--- src/rtl/sbf_pkg.sv ---
// constants and types shared by the serial unit
// assumes one module clock; no register bus, all control bits are ports
package sbf_pkg;

    // ----------------------------------------------------------------
    // data and transfer shape
    // ----------------------------------------------------------------
    localparam int SBF_DATA_W = 8;
    localparam int SBF_EDGES = 16;
    localparam logic [3:0] SBF_LAST_EDGE = 4'hf;
    localparam logic [7:0] SBF_RX_RESET = 8'h00;
    localparam logic [7:0] SBF_TX_RESET = 8'h00;

    // ----------------------------------------------------------------
    // timing
    // ----------------------------------------------------------------
    localparam int SBF_CNT_W = 8;
    localparam logic [7:0] SBF_HALF_MIN = 8'h03;
    localparam int SBF_SYNC_W = 4;

    // ----------------------------------------------------------------
    // sequencer states
    // ----------------------------------------------------------------
    typedef enum logic [2:0] {
        SBF_IDLE = 3'b001,
        SBF_XFER = 3'b010,
        SBF_TAIL = 3'b100
    } sbf_state_t;

endpackage : sbf_pkg

--- src/rtl/sbf_sync.sv ---
// two-flop synchroniser for pin inputs
// assumes inputs are asynchronous to ref_clk
`timescale 1ns/10ps
module sbf_sync #(
    parameter int W = 4
) (
    // clock and reset
    input wire logic ref_clk,
    input wire logic rstn,
    // data
    input wire logic [W-1:0] d,
    output logic [W-1:0] q
);
    logic [W-1:0] meta_reg;
    logic [W-1:0] meta_next;
    logic [W-1:0] q_next;

    if (W < 1) begin : g_bad_width
        $error("sbf_sync: W must be at least 1");
    end

    always_comb begin
        meta_next = d;
        q_next = meta_reg;
    end

    always_ff @(posedge ref_clk or negedge rstn) begin
        if (!rstn) begin
            meta_reg <= '0;
            q <= '0;
        end else begin
            meta_reg <= meta_next;
            q <= q_next;
        end
    end
endmodule : sbf_sync

--- src/rtl/sbf_div.sv ---
// half serial-clock period enable divider
// assumes half_period is held stable while en is high
`timescale 1ns/10ps
module sbf_div #(
    parameter int CNT_W = 8
) (
    // clock and reset
    input wire logic ref_clk,
    input wire logic rstn,
    // control
    input wire logic en,
    input wire logic [CNT_W-1:0] half_period,
    // enable pulse
    output logic tick
);
    logic [CNT_W-1:0] cnt_reg;
    logic [CNT_W-1:0] cnt_next;
    logic tick_next;

    if (CNT_W < 2) begin : g_bad_width
        $error("sbf_div: CNT_W must be at least 2");
    end

    // stopped divider holds count at zero to save power
    always_comb begin
        cnt_next = '0;
        tick_next = 1'b0;
        if (en) begin
            if (cnt_reg >= half_period) begin
                tick_next = 1'b1;
            end else begin
                cnt_next = cnt_reg + 1'b1;
            end
        end
    end

    always_ff @(posedge ref_clk or negedge rstn) begin
        if (!rstn) begin
            cnt_reg <= '0;
            tick <= 1'b0;
        end else begin
            cnt_reg <= cnt_next;
            tick <= tick_next;
        end
    end
endmodule : sbf_div

--- src/rtl/sbf_core.sv ---
// serial unit: single-wire mode, mode fault, low power, flags
// assumes processor strobes are one-cycle pulses on ref_clk
`timescale 1ns/10ps
module sbf_core
    import sbf_pkg::*;
(
    // clock and reset
    input wire logic ref_clk,
    input wire logic rstn,
    // configuration levels
    input wire logic system_enable,
    input wire logic mode_fault_enable,
    input wire logic select_output_enable,
    input wire logic single_wire_select,
    input wire logic stop_in_wait,
    input wire logic clk_polarity,
    input wire logic clk_phase,
    input wire logic [SBF_CNT_W-1:0] half_period,
    // processor power state
    input wire logic wait_mode,
    input wire logic stop_mode,
    // processor strobes
    input wire logic ctrl1_wr,
    input wire logic ctrl1_master_in,
    input wire logic bidir_oe_wr,
    input wire logic bidir_oe_in,
    input wire logic status_rd,
    input wire logic data_rd,
    input wire logic data_wr,
    input wire logic [SBF_DATA_W-1:0] data_wdata,
    // processor status
    output logic master_select,
    output logic bidir_output_enable,
    output logic mode_fault_flag,
    output logic transfer_done_flag,
    output logic tx_empty_flag,
    output logic [SBF_DATA_W-1:0] data_register,
    output logic irq,
    // serial pins
    input wire logic sck_i,
    output logic sck_o,
    output logic sck_oe,
    input wire logic mosi_i,
    output logic mosi_o,
    output logic mosi_oe,
    input wire logic miso_i,
    output logic miso_o,
    output logic miso_oe,
    input wire logic ss_n_i,
    output logic ss_n_o,
    output logic ss_n_oe
);

    // ----------------------------------------------------------------
    // pin synchronisers and divider
    // ----------------------------------------------------------------
    logic [SBF_SYNC_W-1:0] pins_s;
    logic sck_s, mosi_s, miso_s, ss_n_s;
    logic tick;
    logic div_en;

    sbf_sync #(.W(SBF_SYNC_W)) u_sync (
        .ref_clk(ref_clk),
        .rstn(rstn),
        .d({sck_i, mosi_i, miso_i, ss_n_i}),
        .q(pins_s)
    );
    assign sck_s = pins_s[3];
    assign mosi_s = pins_s[2];
    assign miso_s = pins_s[1];
    assign ss_n_s = pins_s[0];

    sbf_div #(.CNT_W(SBF_CNT_W)) u_div (
        .ref_clk(ref_clk),
        .rstn(rstn),
        .en(div_en),
        .half_period(half_period),
        .tick(tick)
    );

    // ----------------------------------------------------------------
    // sequencer and flag state
    // ----------------------------------------------------------------
    sbf_state_t state_reg, state_next;
    logic [3:0] edge_reg, edge_next;
    logic [SBF_DATA_W-1:0] sh_reg, sh_next;
    logic [SBF_DATA_W-1:0] tx_reg, tx_next;
    logic [SBF_DATA_W-1:0] rx_reg, rx_next;
    logic [SBF_CNT_W-1:0] gap_reg, gap_next;
    logic [SBF_CNT_W-1:0] tail_reg, tail_next;
    logic out_reg, out_next;
    logic sck_reg, sck_next;
    logic sck_d_reg;
    logic master_select_reg, master_select_next;
    logic boe_reg, boe_next;
    logic mode_fault_flag_reg, mode_fault_flag_next;
    logic done_reg, done_next;
    logic txe_reg, txe_next;
    logic pend_reg, pend_next;
    logic arm_mode_fault_flag_reg, arm_mode_fault_flag_next;
    logic arm_done_reg, arm_done_next;
    logic arm_txe_reg, arm_txe_next;

    logic low_power, m_freeze, din, sck_edge, edge_ev, fault, finish;

    assign low_power = stop_mode | (wait_mode & stop_in_wait);
    assign m_freeze = master_select_reg & low_power;
    assign din = single_wire_select ? (master_select_reg ? mosi_s : miso_s)
                                    : (master_select_reg ? miso_s : mosi_s);
    assign sck_edge = sck_s ^ sck_d_reg;
    assign div_en = system_enable & master_select_reg & !m_freeze
                  & (state_reg != SBF_IDLE);
    assign edge_ev = (state_reg == SBF_XFER)
                   & (master_select_reg ? (tick & !m_freeze) : (sck_edge & !ss_n_s));
    assign fault = system_enable & master_select_reg & mode_fault_enable
                 & !select_output_enable & !ss_n_s;

    always_comb begin
        state_next = state_reg;
        edge_next = edge_reg;
        sh_next = sh_reg;
        tx_next = tx_reg;
        rx_next = rx_reg;
        gap_next = gap_reg;
        tail_next = tail_reg;
        out_next = out_reg;
        sck_next = sck_reg;
        master_select_next = master_select_reg;
        boe_next = boe_reg;
        mode_fault_flag_next = mode_fault_flag_reg;
        done_next = done_reg;
        txe_next = txe_reg;
        pend_next = pend_reg;
        arm_mode_fault_flag_next = arm_mode_fault_flag_reg;
        arm_done_next = arm_done_reg;
        arm_txe_next = arm_txe_reg;
        finish = 1'b0;

        // processor side stays live even when disabled
        if (status_rd) begin
            arm_mode_fault_flag_next = arm_mode_fault_flag_reg | mode_fault_flag_reg;
            arm_done_next = arm_done_reg | done_reg;
            arm_txe_next = arm_txe_reg | txe_reg;
        end
        if (ctrl1_wr) begin
            master_select_next = ctrl1_master_in;
            if (arm_mode_fault_flag_reg) begin
                mode_fault_flag_next = 1'b0;
                arm_mode_fault_flag_next = 1'b0;
            end
        end
        if (bidir_oe_wr) begin
            boe_next = bidir_oe_in;
        end
        if (data_rd && arm_done_reg) begin
            done_next = 1'b0;
            arm_done_next = 1'b0;
        end
        if (data_wr) begin
            tx_next = data_wdata;
            if (arm_txe_reg) begin
                txe_next = 1'b0;
                arm_txe_next = 1'b0;
            end
        end

        // slave gap timer measures the half period seen on the pin
        if (sck_edge) begin
            gap_next = '0;
        end else if (gap_reg != '1) begin
            gap_next = gap_reg + 1'b1;
        end

        if (!system_enable) begin
            state_next = SBF_IDLE;
            sck_next = clk_polarity;
        end else begin
            case (state_reg)
                SBF_IDLE: begin
                    sck_next = clk_polarity;
                    edge_next = '0;
                    if (master_select_reg && !mode_fault_flag_reg && !txe_reg && !m_freeze) begin
                        state_next = SBF_XFER;
                        sh_next = tx_reg;
                        out_next = tx_reg[SBF_DATA_W-1];
                        txe_next = 1'b1;
                    end else if (!master_select_reg && !mode_fault_flag_reg && ss_n_s) begin
                        // deselected slave reloads unless a copy is pending
                        if (!pend_reg) begin
                            sh_next = tx_reg;
                            out_next = tx_reg[SBF_DATA_W-1];
                        end
                    end else if (!master_select_reg && !mode_fault_flag_reg) begin
                        state_next = SBF_XFER;
                        txe_next = 1'b1;
                    end
                end
                SBF_XFER: begin
                    if (!master_select_reg && ss_n_s) begin
                        state_next = SBF_IDLE;
                    end else if (edge_ev) begin
                        if (master_select_reg) begin
                            sck_next = ~sck_reg;
                        end
                        if (edge_reg[0] == clk_phase) begin
                            sh_next = {sh_reg[SBF_DATA_W-2:0], din};
                        end else begin
                            out_next = sh_reg[SBF_DATA_W-1];
                        end
                        edge_next = edge_reg + 1'b1;
                        if (edge_reg == SBF_LAST_EDGE) begin
                            state_next = SBF_TAIL;
                            tail_next = gap_reg;
                        end
                    end
                end
                SBF_TAIL: begin
                    if (master_select_reg) begin
                        finish = tick & !m_freeze;
                    end else if (tail_reg == '0) begin
                        finish = 1'b1;
                    end else begin
                        tail_next = tail_reg - 1'b1;
                    end
                    if (finish) begin
                        state_next = SBF_IDLE;
                    end
                end
                default: begin
                    state_next = SBF_IDLE;
                end
            endcase
        end

        // completion, deferred for a slave in low power
        if (finish && !master_select_reg && low_power) begin
            pend_next = 1'b1;
        end else if ((finish || pend_reg) && !low_power) begin
            pend_next = 1'b0;
            if (!done_reg) begin
                rx_next = sh_reg;
                done_next = 1'b1;
            end
        end

        if (fault) begin
            mode_fault_flag_next = 1'b1;
            master_select_next = 1'b0;
            state_next = SBF_IDLE;
            sck_next = clk_polarity;
            pend_next = 1'b0;
            if (single_wire_select) begin
                boe_next = 1'b0;
            end
        end
    end

    always_ff @(posedge ref_clk or negedge rstn) begin
        if (!rstn) begin
            state_reg <= SBF_IDLE;
            edge_reg <= '0;
            sh_reg <= SBF_TX_RESET;
            tx_reg <= SBF_TX_RESET;
            rx_reg <= SBF_RX_RESET;
            gap_reg <= '0;
            tail_reg <= '0;
            out_reg <= 1'b0;
            sck_reg <= 1'b0;
            sck_d_reg <= 1'b0;
            master_select_reg <= 1'b0;
            boe_reg <= 1'b0;
            mode_fault_flag_reg <= 1'b0;
            done_reg <= 1'b0;
            txe_reg <= 1'b1;
            pend_reg <= 1'b0;
            arm_mode_fault_flag_reg <= 1'b0;
            arm_done_reg <= 1'b0;
            arm_txe_reg <= 1'b0;
        end else begin
            state_reg <= state_next;
            edge_reg <= edge_next;
            sh_reg <= sh_next;
            tx_reg <= tx_next;
            rx_reg <= rx_next;
            gap_reg <= gap_next;
            tail_reg <= tail_next;
            out_reg <= out_next;
            sck_reg <= sck_next;
            sck_d_reg <= sck_s;
            master_select_reg <= master_select_next;
            boe_reg <= boe_next;
            mode_fault_flag_reg <= mode_fault_flag_next;
            done_reg <= done_next;
            txe_reg <= txe_next;
            pend_reg <= pend_next;
            arm_mode_fault_flag_reg <= arm_mode_fault_flag_next;
            arm_done_reg <= arm_done_next;
            arm_txe_reg <= arm_txe_next;
        end
    end

    // ----------------------------------------------------------------
    // registered outputs and pin drivers
    // ----------------------------------------------------------------
    logic drive;
    logic sck_o_n, sck_oe_n, mosi_oe_n, miso_oe_n, ss_n_o_n, ss_n_oe_n;
    logic irq_n;

    assign drive = system_enable & !mode_fault_flag_next;

    always_comb begin
        sck_o_n = sck_next;
        sck_oe_n = drive & master_select_next;
        mosi_oe_n = 1'b0;
        miso_oe_n = 1'b0;
        if (master_select_next) begin
            mosi_oe_n = drive & (single_wire_select ? boe_next : 1'b1);
        end else if (!ss_n_s) begin
            miso_oe_n = drive & (single_wire_select ? boe_next : 1'b1);
        end
        ss_n_oe_n = drive & master_select_next & select_output_enable
                  & mode_fault_enable;
        ss_n_o_n = (state_next == SBF_IDLE);
        irq_n = system_enable
              & (mode_fault_flag_next | done_next | txe_next);
    end

    always_ff @(posedge ref_clk or negedge rstn) begin
        if (!rstn) begin
            master_select <= 1'b0;
            bidir_output_enable <= 1'b0;
            mode_fault_flag <= 1'b0;
            transfer_done_flag <= 1'b0;
            tx_empty_flag <= 1'b1;
            data_register <= SBF_RX_RESET;
            irq <= 1'b0;
            sck_o <= 1'b0;
            sck_oe <= 1'b0;
            mosi_o <= 1'b0;
            mosi_oe <= 1'b0;
            miso_o <= 1'b0;
            miso_oe <= 1'b0;
            ss_n_o <= 1'b1;
            ss_n_oe <= 1'b0;
        end else begin
            master_select <= master_select_next;
            bidir_output_enable <= boe_next;
            mode_fault_flag <= mode_fault_flag_next;
            transfer_done_flag <= done_next;
            tx_empty_flag <= txe_next;
            data_register <= rx_next;
            irq <= irq_n;
            sck_o <= sck_o_n;
            sck_oe <= sck_oe_n;
            mosi_o <= out_next;
            mosi_oe <= mosi_oe_n;
            miso_o <= out_next;
            miso_oe <= miso_oe_n;
            ss_n_o <= ss_n_o_n;
            ss_n_oe <= ss_n_oe_n;
        end
    end

endmodule : sbf_core

--- config.mk ---
export PLATFORM = sky130hd
export DESIGN_NAME = sbf_core
export DESIGN_NICKNAME = d
export VERILOG_FILES = /design/src/rtl/sbf_pkg.sv /design/src/rtl/sbf_sync.sv /design/src/rtl/sbf_div.sv /design/src/rtl/sbf_core.sv
export SDC_FILE = /design/constraint.sdc
export NUM_CORES = 1
export LEC_CHECK = 0
export BUFFER_PORTS_ARGS = -buffer_cell sky130_fd_sc_hd__buf_2
export CAP_MARGIN = 20
export CORE_ASPECT_RATIO = 1.1
export CORE_MARGIN = 2
export CORE_UTILIZATION = 55
export DETAILED_ROUTE_END_ITERATION = 7
export PLACE_DENSITY = 0.77
export SLEW_MARGIN = 10
export SYNTH_ARGS = -nofsm -noshare
export SYNTH_HDL_FRONTEND = slang
export SYNTH_SLANG_ARGS = --single-unit
--- constraint.sdc ---
create_clock -name ref_clk -period 2.5 [get_ports ref_clk]
set_input_delay 0.375 -clock ref_clk [delete_from_list [all_inputs] [get_ports ref_clk]]
set_output_delay 0.375 -clock ref_clk [all_outputs]
set_load 0.1 [all_outputs]
# Word-level counts from Yosys, hierarchy flattened
# Index checks and enable logic that the tools add are counted.
# word_totals
memories,0
mem_bits_rw,0
register_bits,82
word_cells,202
latchBits,0
rom_bits,0
out_inout_bits,22
# classes
magnitude_cmp,1
add_sub_neg,4
mux,89
multipliers,0
div,0
shifts,0
n_bitwise,27
eq_ne,21
n_reduce_logical,31
# ops
operator,count
$mux W8,15
$mux W1,57
$pmux W8 S2,2
$mux W3,9
$reduce_and A7 Y1,3
$and A1 B1 Y1,17
$add A8 B1 Y8 const B,2
$ne A4 B4 Y1 const B,3
$logic_and A1 B1 Y1,10
$ne A2 B2 Y1 const B,5
$pmux W3 S3,1
$ge A8 B8 Y1,1
$logic_not A1 Y1,8
$logic_not A8 Y1,1
$mux W4,2
$ne A8 B8 Y1 const B,1
$pmux W4 S2,1
$reduce_and A4 Y1,2
$reduce_bool A2 Y1,4
$sub A8 B1 Y8 const B,1
$eq A3 B1 Y1 const B,2
$ne A3 B3 Y1 const B,2
$or A1 B1 Y1,6
$add A4 B1 Y4 const B,1
other kinds (13),17

# Logic depth before layout (Yosys ltp)
# Gate-level depths: netlist (run 1).
# depth
word_depth,17
ltp_mapped,7

# Hierarchy
# Synthesis (run 1) repeated with hierarchy kept, for this count alone.
# unflattened
cells_unflattened,388
area_unflattened_um2,4102.7
# modules_own_cells
module,n_inst,area_per_inst_um2,cells_each
sbf_core,1,3305.7,321
sbf_div,1,596.8,59
sbf_sync,1,200.2,8

# Least setup slack after synthesis (run 1)
# No wires, ideal clock.
# synth_timing
kind,register to register
start,register master_select (netlist name)
end,register sh_reg[0]
setup_time_ps,125
path_stages_with_launch,7
required_ps,2375
period_less_slack_ps,2597
arrival_ps,2472
path_slack_ps,-97
n_path_buf,1
path_cell_list,dfrtp_1 -> clkbuf_2 -> nand2b_1 -> a21oi_1 -> a2111oi_4 -> nand3b_4 -> mux2_2
# synth_rtl
item,line,rtl
end signal: assignment,sbf_core.sv:282,sh_reg <= sh_next;
end: declaration,sbf_core.sv:86,"logic [SBF_DATA_W-1:0] sh_reg, sh_next;"

# Final worst setup path (run 1)
# layout_timing
start,register tail_reg[0]
end,register tail_reg[1]
# layout_via
elab_chain_cells,4
word_cells_on_any_way,7
classes_between,add/sub: 1; eq/ne: 1; mux: 3; reduce/logical: 2
# layout_lines
item,line,rtl
start: declaration,sbf_core.sv:90,"logic [SBF_CNT_W-1:0] tail_reg, tail_next;"
start signal: assignment,sbf_core.sv:286,tail_reg <= tail_next;
$sub A8 B1 Y8,sbf_core.sv:223,tail_next = tail_reg - 1'b1;
$mux W8,sbf_core.sv:220,end else if (tail_reg == '0) begin
$mux W8,sbf_core.sv:218,if (master_select_reg) begin
$pmux W8 S2,sbf_core.sv:178,case (state_reg)
# Parallel ways exist; a longest one is shown, timed or not. The select of a mux whose other input is x is not followed.
# A chain may end at the register's enable or synchronous reset.

==> results.md, run 1 <==
* Status: completed
* CP delay by family, top: compound AO/OA/AOI/OAI gates
* Critical path peak fanout at 5
* Critical path type: reg2reg
* Worst setup startpoint: tail_reg[0]
* Relative slew slack at around 57%
* Max-slew violations at 0
* Clk pin slew, worst setup/hold paths at 0.09 ns
* Netlist cell types at just under 60
* Leak at roughly 2.3 nW
* Die Ht at 93.7 um
* Async set-or-reset flop fraction in the synthesized netlist at between 90% and 100%
* Min-Delay Path Class: in2async
* Post-synthesis sequential area ratio at between 50% and 60%
* Util after Layout at roughly two thirds
* Int Pwr at approximately 2.3 mW
* Met2 Track Usage GR at 38.5%
* CP max-delay cell: o21ai_0
* Syn Nets at 430
* Clk sink count at between 80 and 90
* Root Driver: clkbuf_8
* TNS Setup at 0 ns
* Seq cells post-synth at about 80
* Worst Setup End Kind: flop
* Starting Density at between 50% and 60%
* Placeable Area at approximately 0.007 mm2
* # IOs at 60
* Routed WL per cell at about 15 um
* Measured slew at the worst slew-check pin at roughly 0.64 ns
* R2R Path End: tail_reg[1]
* Final setup vio count at 0
* Post-CTS sizing at 0
* Fin Clk Skew at about 0.009 ns
* RSZ-0062 raised after global routing: false
* Vias in the first global route at about 3100
* Worst Path Required at approximately 2.7 ns
* R2R setup slack at between 0.2 and 0.25 ns
* DR DRC count at 0
* Tot GR Track Use at 22.2%
* Final Critical Period at between 2 and 2.5 ns
* Grt met3 use at roughly 4.6%
* Drt first pass iters at 4
* PwrDens at about 800 mW/mm2
* Clk_lat worst skew at roughly 0.34 ns
* Port bufs at roughly 60
* Tcrit/Tclk final at between 90 and 100%
* Hold Fails Final Rpt at 0
* Yosys warnings at 0
* Total Wirelength at a little over 8 mm
* R2R Path Start: tail_reg[0]
* Area growth syn-to-layout at 16.6%
* Max cap viols at 0
* Max Fclk at between 400 and 500 MHz
* Worst path cell trace: inv_1, ha_1, nor3b_1, buf_4, a21oi_1, o21ai_0, mux2_2
* Clock tree buffer depth at 2
* Reg2Reg Depth at 7
* Routing usage on met1 at 27.1%
* Total CTS buffers at 9
* WP data arrival at 2.48 ns
* Comb power frac at 27.9%
* Hold buffers post-CTS at 0
* Clock power frac at about a quarter
* Vias at ~3100
* Most used routing layer: met2
* Grt ovf at 0
* Die Area at between 0.008 and 0.009 mm2
* Share of the synthesized area in the top cell type at between 40 and 50%
* Vias/cell at 5.71
* Setup WS post-layout at 0.239 ns
* CTS tree: done
* Post-CTS Setup Repair Bufs at 0
* Cell with the most instances after synthesis: dfrtp_1
* Number of synthesized flops with an enable pin at 0
* Post-DP HPWL at just over 6 mm
* Die Span X at ~86 um
* Syn Area/Cell at ~11 um2
* Switch share at 36.5%
* Area contributors post-synth: dfrtp_1, mux2_2, ha_1
* Filler cell count at approximately 560
* Layout net count at roughly 500
* Synth area leader: dfrtp_1
* FP Rows at 32
* Type of origin of the critical path: flop
* Antenna-violating nets left at 0
* Reg power frac at between 40 and 50%
* P_sw at 1.33 mW
* Primary FF master, synth: dfrtp_1
* PnR Total Power at around 3.7 mW
* Max stage delay on crit path at 0.50 ns
* H-tree Lvls at 3
* Antenna violations before repair at 0
* Largest net degree at the start of global routing at 46
* N_diodes at 0
* Starting DRC count in detailed routing at between 150 and 200
* Global-route wire length before repair at ~14 mm
* CP Buf/Inv Count at 2
* Layout cells sized above 1 at between 20 and 30%
* Post-Syn Area at just over 0.004 mm2
* Maximum VDD drop at about 1000 uV
* Most frequent cells after synthesis: dfrtp_1, nand2_1, nor2_1
* Setup slack at placement at ~0.28 ns
* RePlAce Congestion at ~0.93
* Post-Syn Instances at between 300 and 400
power by group through the flow:
stage	logic (mW)	registers (mW)	clock network [mW]
2_1_floorplan	0.465	1.99	0
3_3_place_gp	1.01	1.67	0
3_5_place_dp	1.02	1.68	0
4_1_cts	1.03	1.66	0.994
5_1_grt	1.09	1.69	1.07
6_report	1.02	1.66	0.971
worst max path at each step:
stage / end / slack (ns) / depth (start not counted)
final: tail_reg[1] / 0.24 / 7
after CTS: tail_reg[1] / 0.25 / 7
after global routing: tail_reg[1] / 0.08 / 7
after floorplan: sh_reg[0] / 0.19 / 6
after detailed placement: tail_reg[1] / 0.28 / 7
after global placement: tail_reg[1] / 0.37 / 7
metal layers:
layer / vias to the layer above / share of wire [%] / wire length (um)
li1: 1489 / - / -
met1: 1517 / 41 / 3350
met2: 72 / 52 / 4300
met3: 16 / 4.5 / 372
met4: 0 / 2.4 / 199
met5: - / 0 / 0
kinds of logic after synthesis:
| logic type | Yosys count | synth area share, % |
|---|---|---|
| adder cells (fa/ha/maj) | 13 | 4.04 |
| buffers and inverters | 24 | 2.36 |
| flip-flops | 82 | 51.1 |
| multiplexers | 36 | 9.77 |
| AO/OA/AOI/OAI | 77 | 13.8 |
| XOR/XNOR | 11 | 2.58 |
| AND/OR/NAND/NOR | 136 | 16.3 |
worst register-to-register path, delay by kind of cell (launching register included):
family / cells / cell delay, ns
mux: 1 / 0.40
flops: 1 / 0.42
buf+inv: 2 / 0.30
fa+ha+maj: 1 / 0.16
compound gates: 2 / 0.61
simple gates: 1 / 0.25
layout make-up:
type                            count  area, um2  area share [%]
Inverter                           16       60.1            1.28
Clock inverter                      5       62.6            1.33
Sequential cell                    82       2060            43.9
Multi-Input combinational cell    273       1870            39.9
Timing Repair Buffer               70        393            8.38
Clock buffer                       11        141            3.01
Tap cell                           85        106            2.27
per-stage QoR:
stage	hold slack [ns]	std cells	instance area (um2)
2_1_floorplan	0.0794	379	4020
3_3_place_gp	0.333	526	4490
3_5_place_dp	0.335	526	4490
4_1_cts	0.0458	542	4690
5_1_grt	0.0616	542	4690
6_report	0.0219	542	4690
placed cells by master, fill, tap and decap left out, types with 2 or more instances in the layout:
cell type	netlist	layout
xnor2_1	4	4
clkbuf_8	0	10
o21a_1	4	4
o21ai_0	14	14
nand4_1	3	3
and3_1	4	4
mux2_2	26	26
nor2b_1	6	6
o22a_1	3	3
and2_1	4	4
a21oi_1	19	19
mux2i_1	10	10
or2_2	2	2
o211ai_1	3	3
nand2_1	40	40
dfstp_2	3	3
clkinvlp_4	0	2
a211oi_1	2	2
a32oi_1	2	2
xor2_1	6	6
a31oi_1	5	5
ha_1	13	13
nor3_1	7	7
nor2_1	36	36
inv_1	16	16
a22o_1	2	2
nor4_1	4	4
dfrtp_1	79	78
a21o_1	4	4
buf_2	0	58
nand2b_1	10	10
buf_4	1	11
nand3_1	15	15
Note: power is estimated with default switching activity, not from simulation.
==> run 2: changes to the inputs <==
--- a/config.mk
+++ b/config.mk
@@ -11,7 +11,7 @@
 export CORE_MARGIN = 2
 export CORE_UTILIZATION = 55
 export DETAILED_ROUTE_END_ITERATION = 7
-export PLACE_DENSITY = 0.77
+export PLACE_DENSITY = 0.76
 export SLEW_MARGIN = 10
 export SYNTH_ARGS = -nofsm -noshare
 export SYNTH_HDL_FRONTEND = slang
==> results.md, run 2 (synthesis gave the netlist of run 1 again) <==
* Commonest cells after routing, fill and taps aside: dfrtp_1, buf_2, nand2_1
* Vias at 3117 (+0.74%)
* Worst Path Required at 2.72 ns (about the same)
* Post-CTS sizing at 0 (unchanged)
* Fin Clk Skew at 0.0103 ns (+0.00123 ns)
* Switch share at 36.6% (+0.064 points)
* CP max-delay cell: o21ai_0
* Starting Density at 57.1% (unchanged)
* R2R Path End: tail_reg[1]
* PwrDens at 777 mW/mm2 (-0.15%)
* FP Rows at 32 (unchanged)
* Tot GR Track Use at 22.5% (+0.32 points)
* Die Area at 0.00801 mm2 (unchanged)
* Area growth syn-to-layout at 16.5%
* Filler cell count at 561 (-0.36%)
* Post-DP HPWL at 5.99 mm (-2.4%)
* Leak at 2.27 nW (-0.22%)
* Grt ovf at 0 (unchanged)
* PnR Total Power at 3.64 mW (-0.31%)
* Type of origin of the critical path: flop
* Largest net degree at the start of global routing at 83 (+80%)
* Starting DRC count in detailed routing at 133 (-22%)
* Max cap viols at 0 (unchanged)
* Comb power frac at 27.9% (about the same)
* Clock tree buffer depth at 2 (unchanged)
* R2R setup slack at 0.31 ns (+0.07 ns)
* H-tree Lvls at 3 (unchanged)
* Critical path type: reg2reg
* Util after Layout at 66.5% (-0.11 points)
* Hold buffers post-CTS at 0 (unchanged)
* Worst Setup End Kind: flop
* Clk sink count at 82 (unchanged)
* Global-route wire length before repair at 14.2 mm (+1.6%)
* Final Critical Period at 2.19 ns (-0.0730 ns)
* Antenna violations before repair at 0 (unchanged)
* Layout cells sized above 1 at 27.6% (-0.16 points)
* Placeable Area at 0.00705 mm2 (unchanged)
* Vias in the first global route at 3172 (+3.6%)
* Layout net count at 502 (-0.20%)
* Reg2Reg Depth at 7 (unchanged)
* CP Depth at 7 (unchanged)
* Routed WL per cell at 15.3 um (+0.76%)
* Port bufs at 59 (unchanged)
* RSZ-0062 raised after global routing: false
* Clk_lat worst skew at 0.34 ns (about the same)
* Drt first pass iters at 4 (unchanged)
* Relative slew slack at 57.8% (+0.45 points)
* CTS tree: done
* Reg power frac at 45.6% (about the same)
* Min-Delay Path Class: in2async
* Max Fclk at 457 MHz (+3.3%)
* # IOs at 60 (unchanged)
* Final setup vio count at 0 (unchanged)
* Root Driver: clkbuf_8
* Worst path cell trace: inv_1, ha_1, nor3b_1, buf_4, a21oi_1, o21ai_0, mux2_2
* CP Buf/Inv Count at 2 (unchanged)
* Maximum VDD drop at 556 uV (-45%)
* Hold Fails Final Rpt at 0 (unchanged)
* DR DRC count at 0 (unchanged)
* Die Ht at 93.7 um (unchanged)
* Max-slew violations at 0 (unchanged)
* Antenna-violating nets left at 0 (unchanged)
* Clock power frac at 26.5% (about the same)
* Total CTS buffers at 9 (unchanged)
* Commonest non-fill, non-tap cell in the layout: dfrtp_1
* R2R Path Start: tail_reg[0]
* WP data arrival at 2.41 ns (-0.07 ns)
* Die Span X at 85.5 um (unchanged)
* Crit path to: tail_reg[1]
* RePlAce Congestion at 0.955 (+2.4%)
* TNS Setup at 0 ns (unchanged)
* Status: completed
* Total Wirelength at 8.27 mm (+0.57%)
* Max stage delay on crit path at 0.51 ns (about the same)
* CP delay by family, top: compound AO/OA/AOI/OAI gates
* Worst setup startpoint: tail_reg[0]
* Int Pwr at 2.31 mW (-0.41%)
* Critical path peak fanout at 5 (unchanged)
* N_diodes at 0 (unchanged)
* Vias/cell at 5.76 (+0.93%)
* Post-CTS Setup Repair Bufs at 0 (unchanged)
* Clk pin slew, worst setup/hold paths at 0.09 ns (about the same)
* P_sw at 1.33 mW (-0.14%)
* Tcrit/Tclk final at 87.5% (-2.9 points)
* Measured slew at the worst slew-check pin at 0.626 ns (-0.0105 ns)
* WHS at 0.0477 ns (+0.0258 ns)
run 2: worst min path at each step:
stage | from | to | slack, ns | cells after the start
6_report | rstn | gap_reg[7] | 0.05 | 2
5_1_grt | rstn | sck_oe | 0.06 | 2
4_1_cts | rstn | sck_oe | 0.06 | 2
3_5_place_dp | u_sync.meta_reg[3] | u_sync.q[3] | 0.34 | 0
3_3_place_gp | u_sync.meta_reg[2] | u_sync.q[2] | 0.33 | 0
2_1_floorplan | rstn | arm_done_reg | 0.08 | 0
run 2: area by class of cell:
| type | count | area (um2) | area share (%) |
|---|---|---|---|
| inverter | 16 | 60.1 | 1.28 |
| sequential | 82 | 2060 | 43.9 |
| timing repair buffer | 69 | 385 | 8.23 |
| multi-input combinational | 273 | 1870 | 39.9 |
| clock buffer | 11 | 141 | 3.02 |
| clock inverter | 5 | 62.6 | 1.34 |
| tap | 85 | 106 | 2.27 |
run 2: routing by layer:
metal / part of all wire, % / vias up / global-route usage (%)
met5: 0 / - / 0
met4: 2.5 / 0 / 11.6
met3: 3.9 / 23 / 3.34
met2: 49 / 86 / 37.4
met1: 44 / 1525 / 28.5
li1: - / 1483 / -
run 2: through the flow:
step	cells	setup WS (ns)	instance area (um2)
3_5_place_dp	525	0.354	4480
2_1_floorplan	379	0.192	4020
3_3_place_gp	525	0.451	4480
6_report	541	0.312	4680
5_1_grt	541	0.115	4680
4_1_cts	541	0.326	4680
run 2: power groups by stage:
stage | clock network (mW) | logic [mW] | registers [mW]
floorplan | 0 | 0.465 | 1.99
global placement | 0 | 0.996 | 1.67
detailed placement | 0 | 1.02 | 1.68
CTS | 0.987 | 1.02 | 1.66
global route | 1.06 | 1.09 | 1.69
finish | 0.965 | 1.02 | 1.66
==> run 3: changes to the inputs <==
--- a/config.mk
+++ b/config.mk
@@ -5,7 +5,7 @@
 export SDC_FILE = /design/constraint.sdc
 export NUM_CORES = 1
 export LEC_CHECK = 0
-export BUFFER_PORTS_ARGS = -buffer_cell sky130_fd_sc_hd__buf_2
+export BUFFER_PORTS_ARGS = -buffer_cell sky130_fd_sc_hd__buf_4
 export CAP_MARGIN = 20
 export CORE_ASPECT_RATIO = 1.1
 export CORE_MARGIN = 2
==> results.md, run 3 (synthesis gave the netlist of run 1 again) <==
* Clk_lat worst skew at 0.35 ns (about the same)
* Post-CTS Setup Repair Bufs at 0 (unchanged)
* WP data arrival at 2.46 ns (+0.05 ns)
* Tcrit/Tclk final at 88.9% (+1.4 points)
* Hold buffers post-CTS at 0 (unchanged)
* RSZ-0062 raised after global routing: false
* Largest net degree at the start of global routing at 46 (-45%)
* Tot GR Track Use at 23.9% (+1.4 points)
* Port bufs at 59 (unchanged)
* Vias in the first global route at 3308 (+4.3%)
* Placeable Area at 0.00705 mm2 (unchanged)
* Hold Fails Final Rpt at 0 (unchanged)
* Multi-input combinational cell area at 0.00187 mm2 (unchanged)
* Reg power frac at 45.9% (+0.3 points)
* Setup slack at placement at 0.313 ns (-0.0408 ns)
* Grt ovf at 0 (unchanged)
* Relative slew slack at 53.4% (-4.4 points)
* Final setup vio count at 0 (unchanged)
* Die Ht at 93.7 um (unchanged)
* DP Area at 0.00462 mm2 (+3.2%)
* Filler cell count at 544 (-3.0%)
* Critical path type: reg2reg
* Setup WS post-layout at 0.277 ns (-0.0352 ns)
* Die Span X at 85.5 um (unchanged)
* Total CTS buffers at 9 (unchanged)
* Root Driver: clkbuf_8
* Clk sink count at 82 (unchanged)
* Die Area at 0.00801 mm2 (unchanged)
* Leak at 2.30 nW (+1.2%)
* Clock tree buffer depth at 2 (unchanged)
* Final Critical Period at 2.22 ns (+0.0352 ns)
* Fin Clk Skew at 0.0117 ns (+0.00149 ns)
* Drt first pass iters at 4 (unchanged)
* Worst Setup End Kind: flop
* Reg2Reg Depth at 5 (-2)
* Clock power frac at 24.7% (-1.8 points)
* Fin area at 0.00481 mm2 (+2.6%)
* Switch share at 38.2% (+1.6 points)
* Max Fclk at 450 MHz (-1.6%)
* Starting Density at 57.1% (unchanged)
* Maximum VDD drop at 647 uV (+16%)
* Critical path peak fanout at 18 (+13)
* Commonest non-fill, non-tap cell in the layout: dfrtp_1
* PwrDens at 753 mW/mm2 (-3.1%)
* Type of origin of the critical path: flop
* Finished Layout Cells at 541 (unchanged)
* Layout net count at 502 (unchanged)
* Antenna violations before repair at 0 (unchanged)
* Starting DRC count in detailed routing at 186 (+40%)
* Layout cells sized above 1 at 27.9% (+0.22 points)
* Max-slew violations at 0 (unchanged)
* Measured slew at the worst slew-check pin at 0.691 ns (+0.0650 ns)
* TNS Setup at 0 ns (unchanged)
* Min-Delay Path Class: in2async
* RePlAce Congestion at 0.984 (+3.0%)
* H-tree Lvls at 3 (unchanged)
* Antenna-violating nets left at 0 (unchanged)
* DR DRC count at 0 (unchanged)
* Int Pwr at 2.24 mW (-3.1%)
* Max cap viols at 0 (unchanged)
* Dpl cells at 525 (unchanged)
* Comb power frac at 29.4% (+1.5 points)
* Clk pin slew, worst setup/hold paths at 0.09 ns (about the same)
* Util after Layout at 68.2% (+1.8 points)
* Global-route wire length before repair at 15.1 mm (+6.2%)
* N_diodes at 0 (unchanged)
* P_sw at 1.38 mW (+3.8%)
* # IOs at 60 (unchanged)
* Worst Path Required at 2.74 ns (+0.02 ns)
* Vias/cell at 5.68 (-1.3%)
* Vias at 3075 (-1.3%)
* Sequential cell area at 0.00206 mm2 (unchanged)
* PnR Total Power at 3.62 mW (-0.54%)
* Post-CTS sizing at 0 (unchanged)
* Routed WL per cell at 15.7 um (+3.0%)
* FP Rows at 32 (unchanged)
* Status: completed
* Area growth syn-to-layout at 19.5%
* Commonest cells after routing, fill and taps aside: dfrtp_1, buf_4, nand2_1
* Total Wirelength at 8.52 mm (+3.0%)
* CTS tree: done
* Post-DP HPWL at 6.22 mm (+3.9%)
* WHS at 0.0240 ns (-0.0237 ns)
-- run 3: worst paths after layout --
kind                                    startpoint                 end  slack, ns
max in group asynchronous                     rstn       tx_empty_flag       1.80
worst min-delay path                          rstn          gap_reg[5]       0.02
worst max register to register       master_select           sh_reg[1]       0.28
worst min register to register  u_sync.meta_reg[1]         u_sync.q[1]       0.35
min in group ref_clk                        ss_n_i  u_sync.meta_reg[0]       0.13
worst max-delay path                 master_select           sh_reg[1]       0.28
-- run 3: area by class of cell --
| cell class | instances | share of cell area [%] |
|---|---|---|
| multi-input cells | 273 | 38.9 |
| flip-flops and latches | 82 | 42.8 |
| inverters | 16 | 1.25 |
| clock buffers | 9 | 2.58 |
| well taps | 85 | 2.21 |
| clock inverters | 7 | 1.22 |
| repair buffers | 69 | 11.0 |
-- run 3: layer usage --
layer  track usage [%]  routed length [um]  vias up
met4              9.52                 193        0
met2              40.6                4300       77
met5                 0                   0        -
li1                  -                   -     1487
met1              30.0                3620     1489
met3              4.83                 401       22
-- run 3: critical path, stage by stage, from the launching register on --
cell,delay [ns]
dfrtp_2,0.54
nor2b_1,0.33
a32oi_1,0.10
o21ai_0,0.58
nand3b_4,0.24
mux2_2,0.33
-- run 3: power by group through the flow --
| stage | logic [mW] | clock network, mW | registers, mW |
|---|---|---|---|
| floorplan | 0.465 | 0 | 1.99 |
| global placement | 1.04 | 0 | 1.68 |
| detailed placement | 1.07 | 0 | 1.68 |
| CTS | 1.07 | 0.914 | 1.66 |
| global route | 1.14 | 0.969 | 1.69 |
| finish | 1.06 | 0.894 | 1.66 |
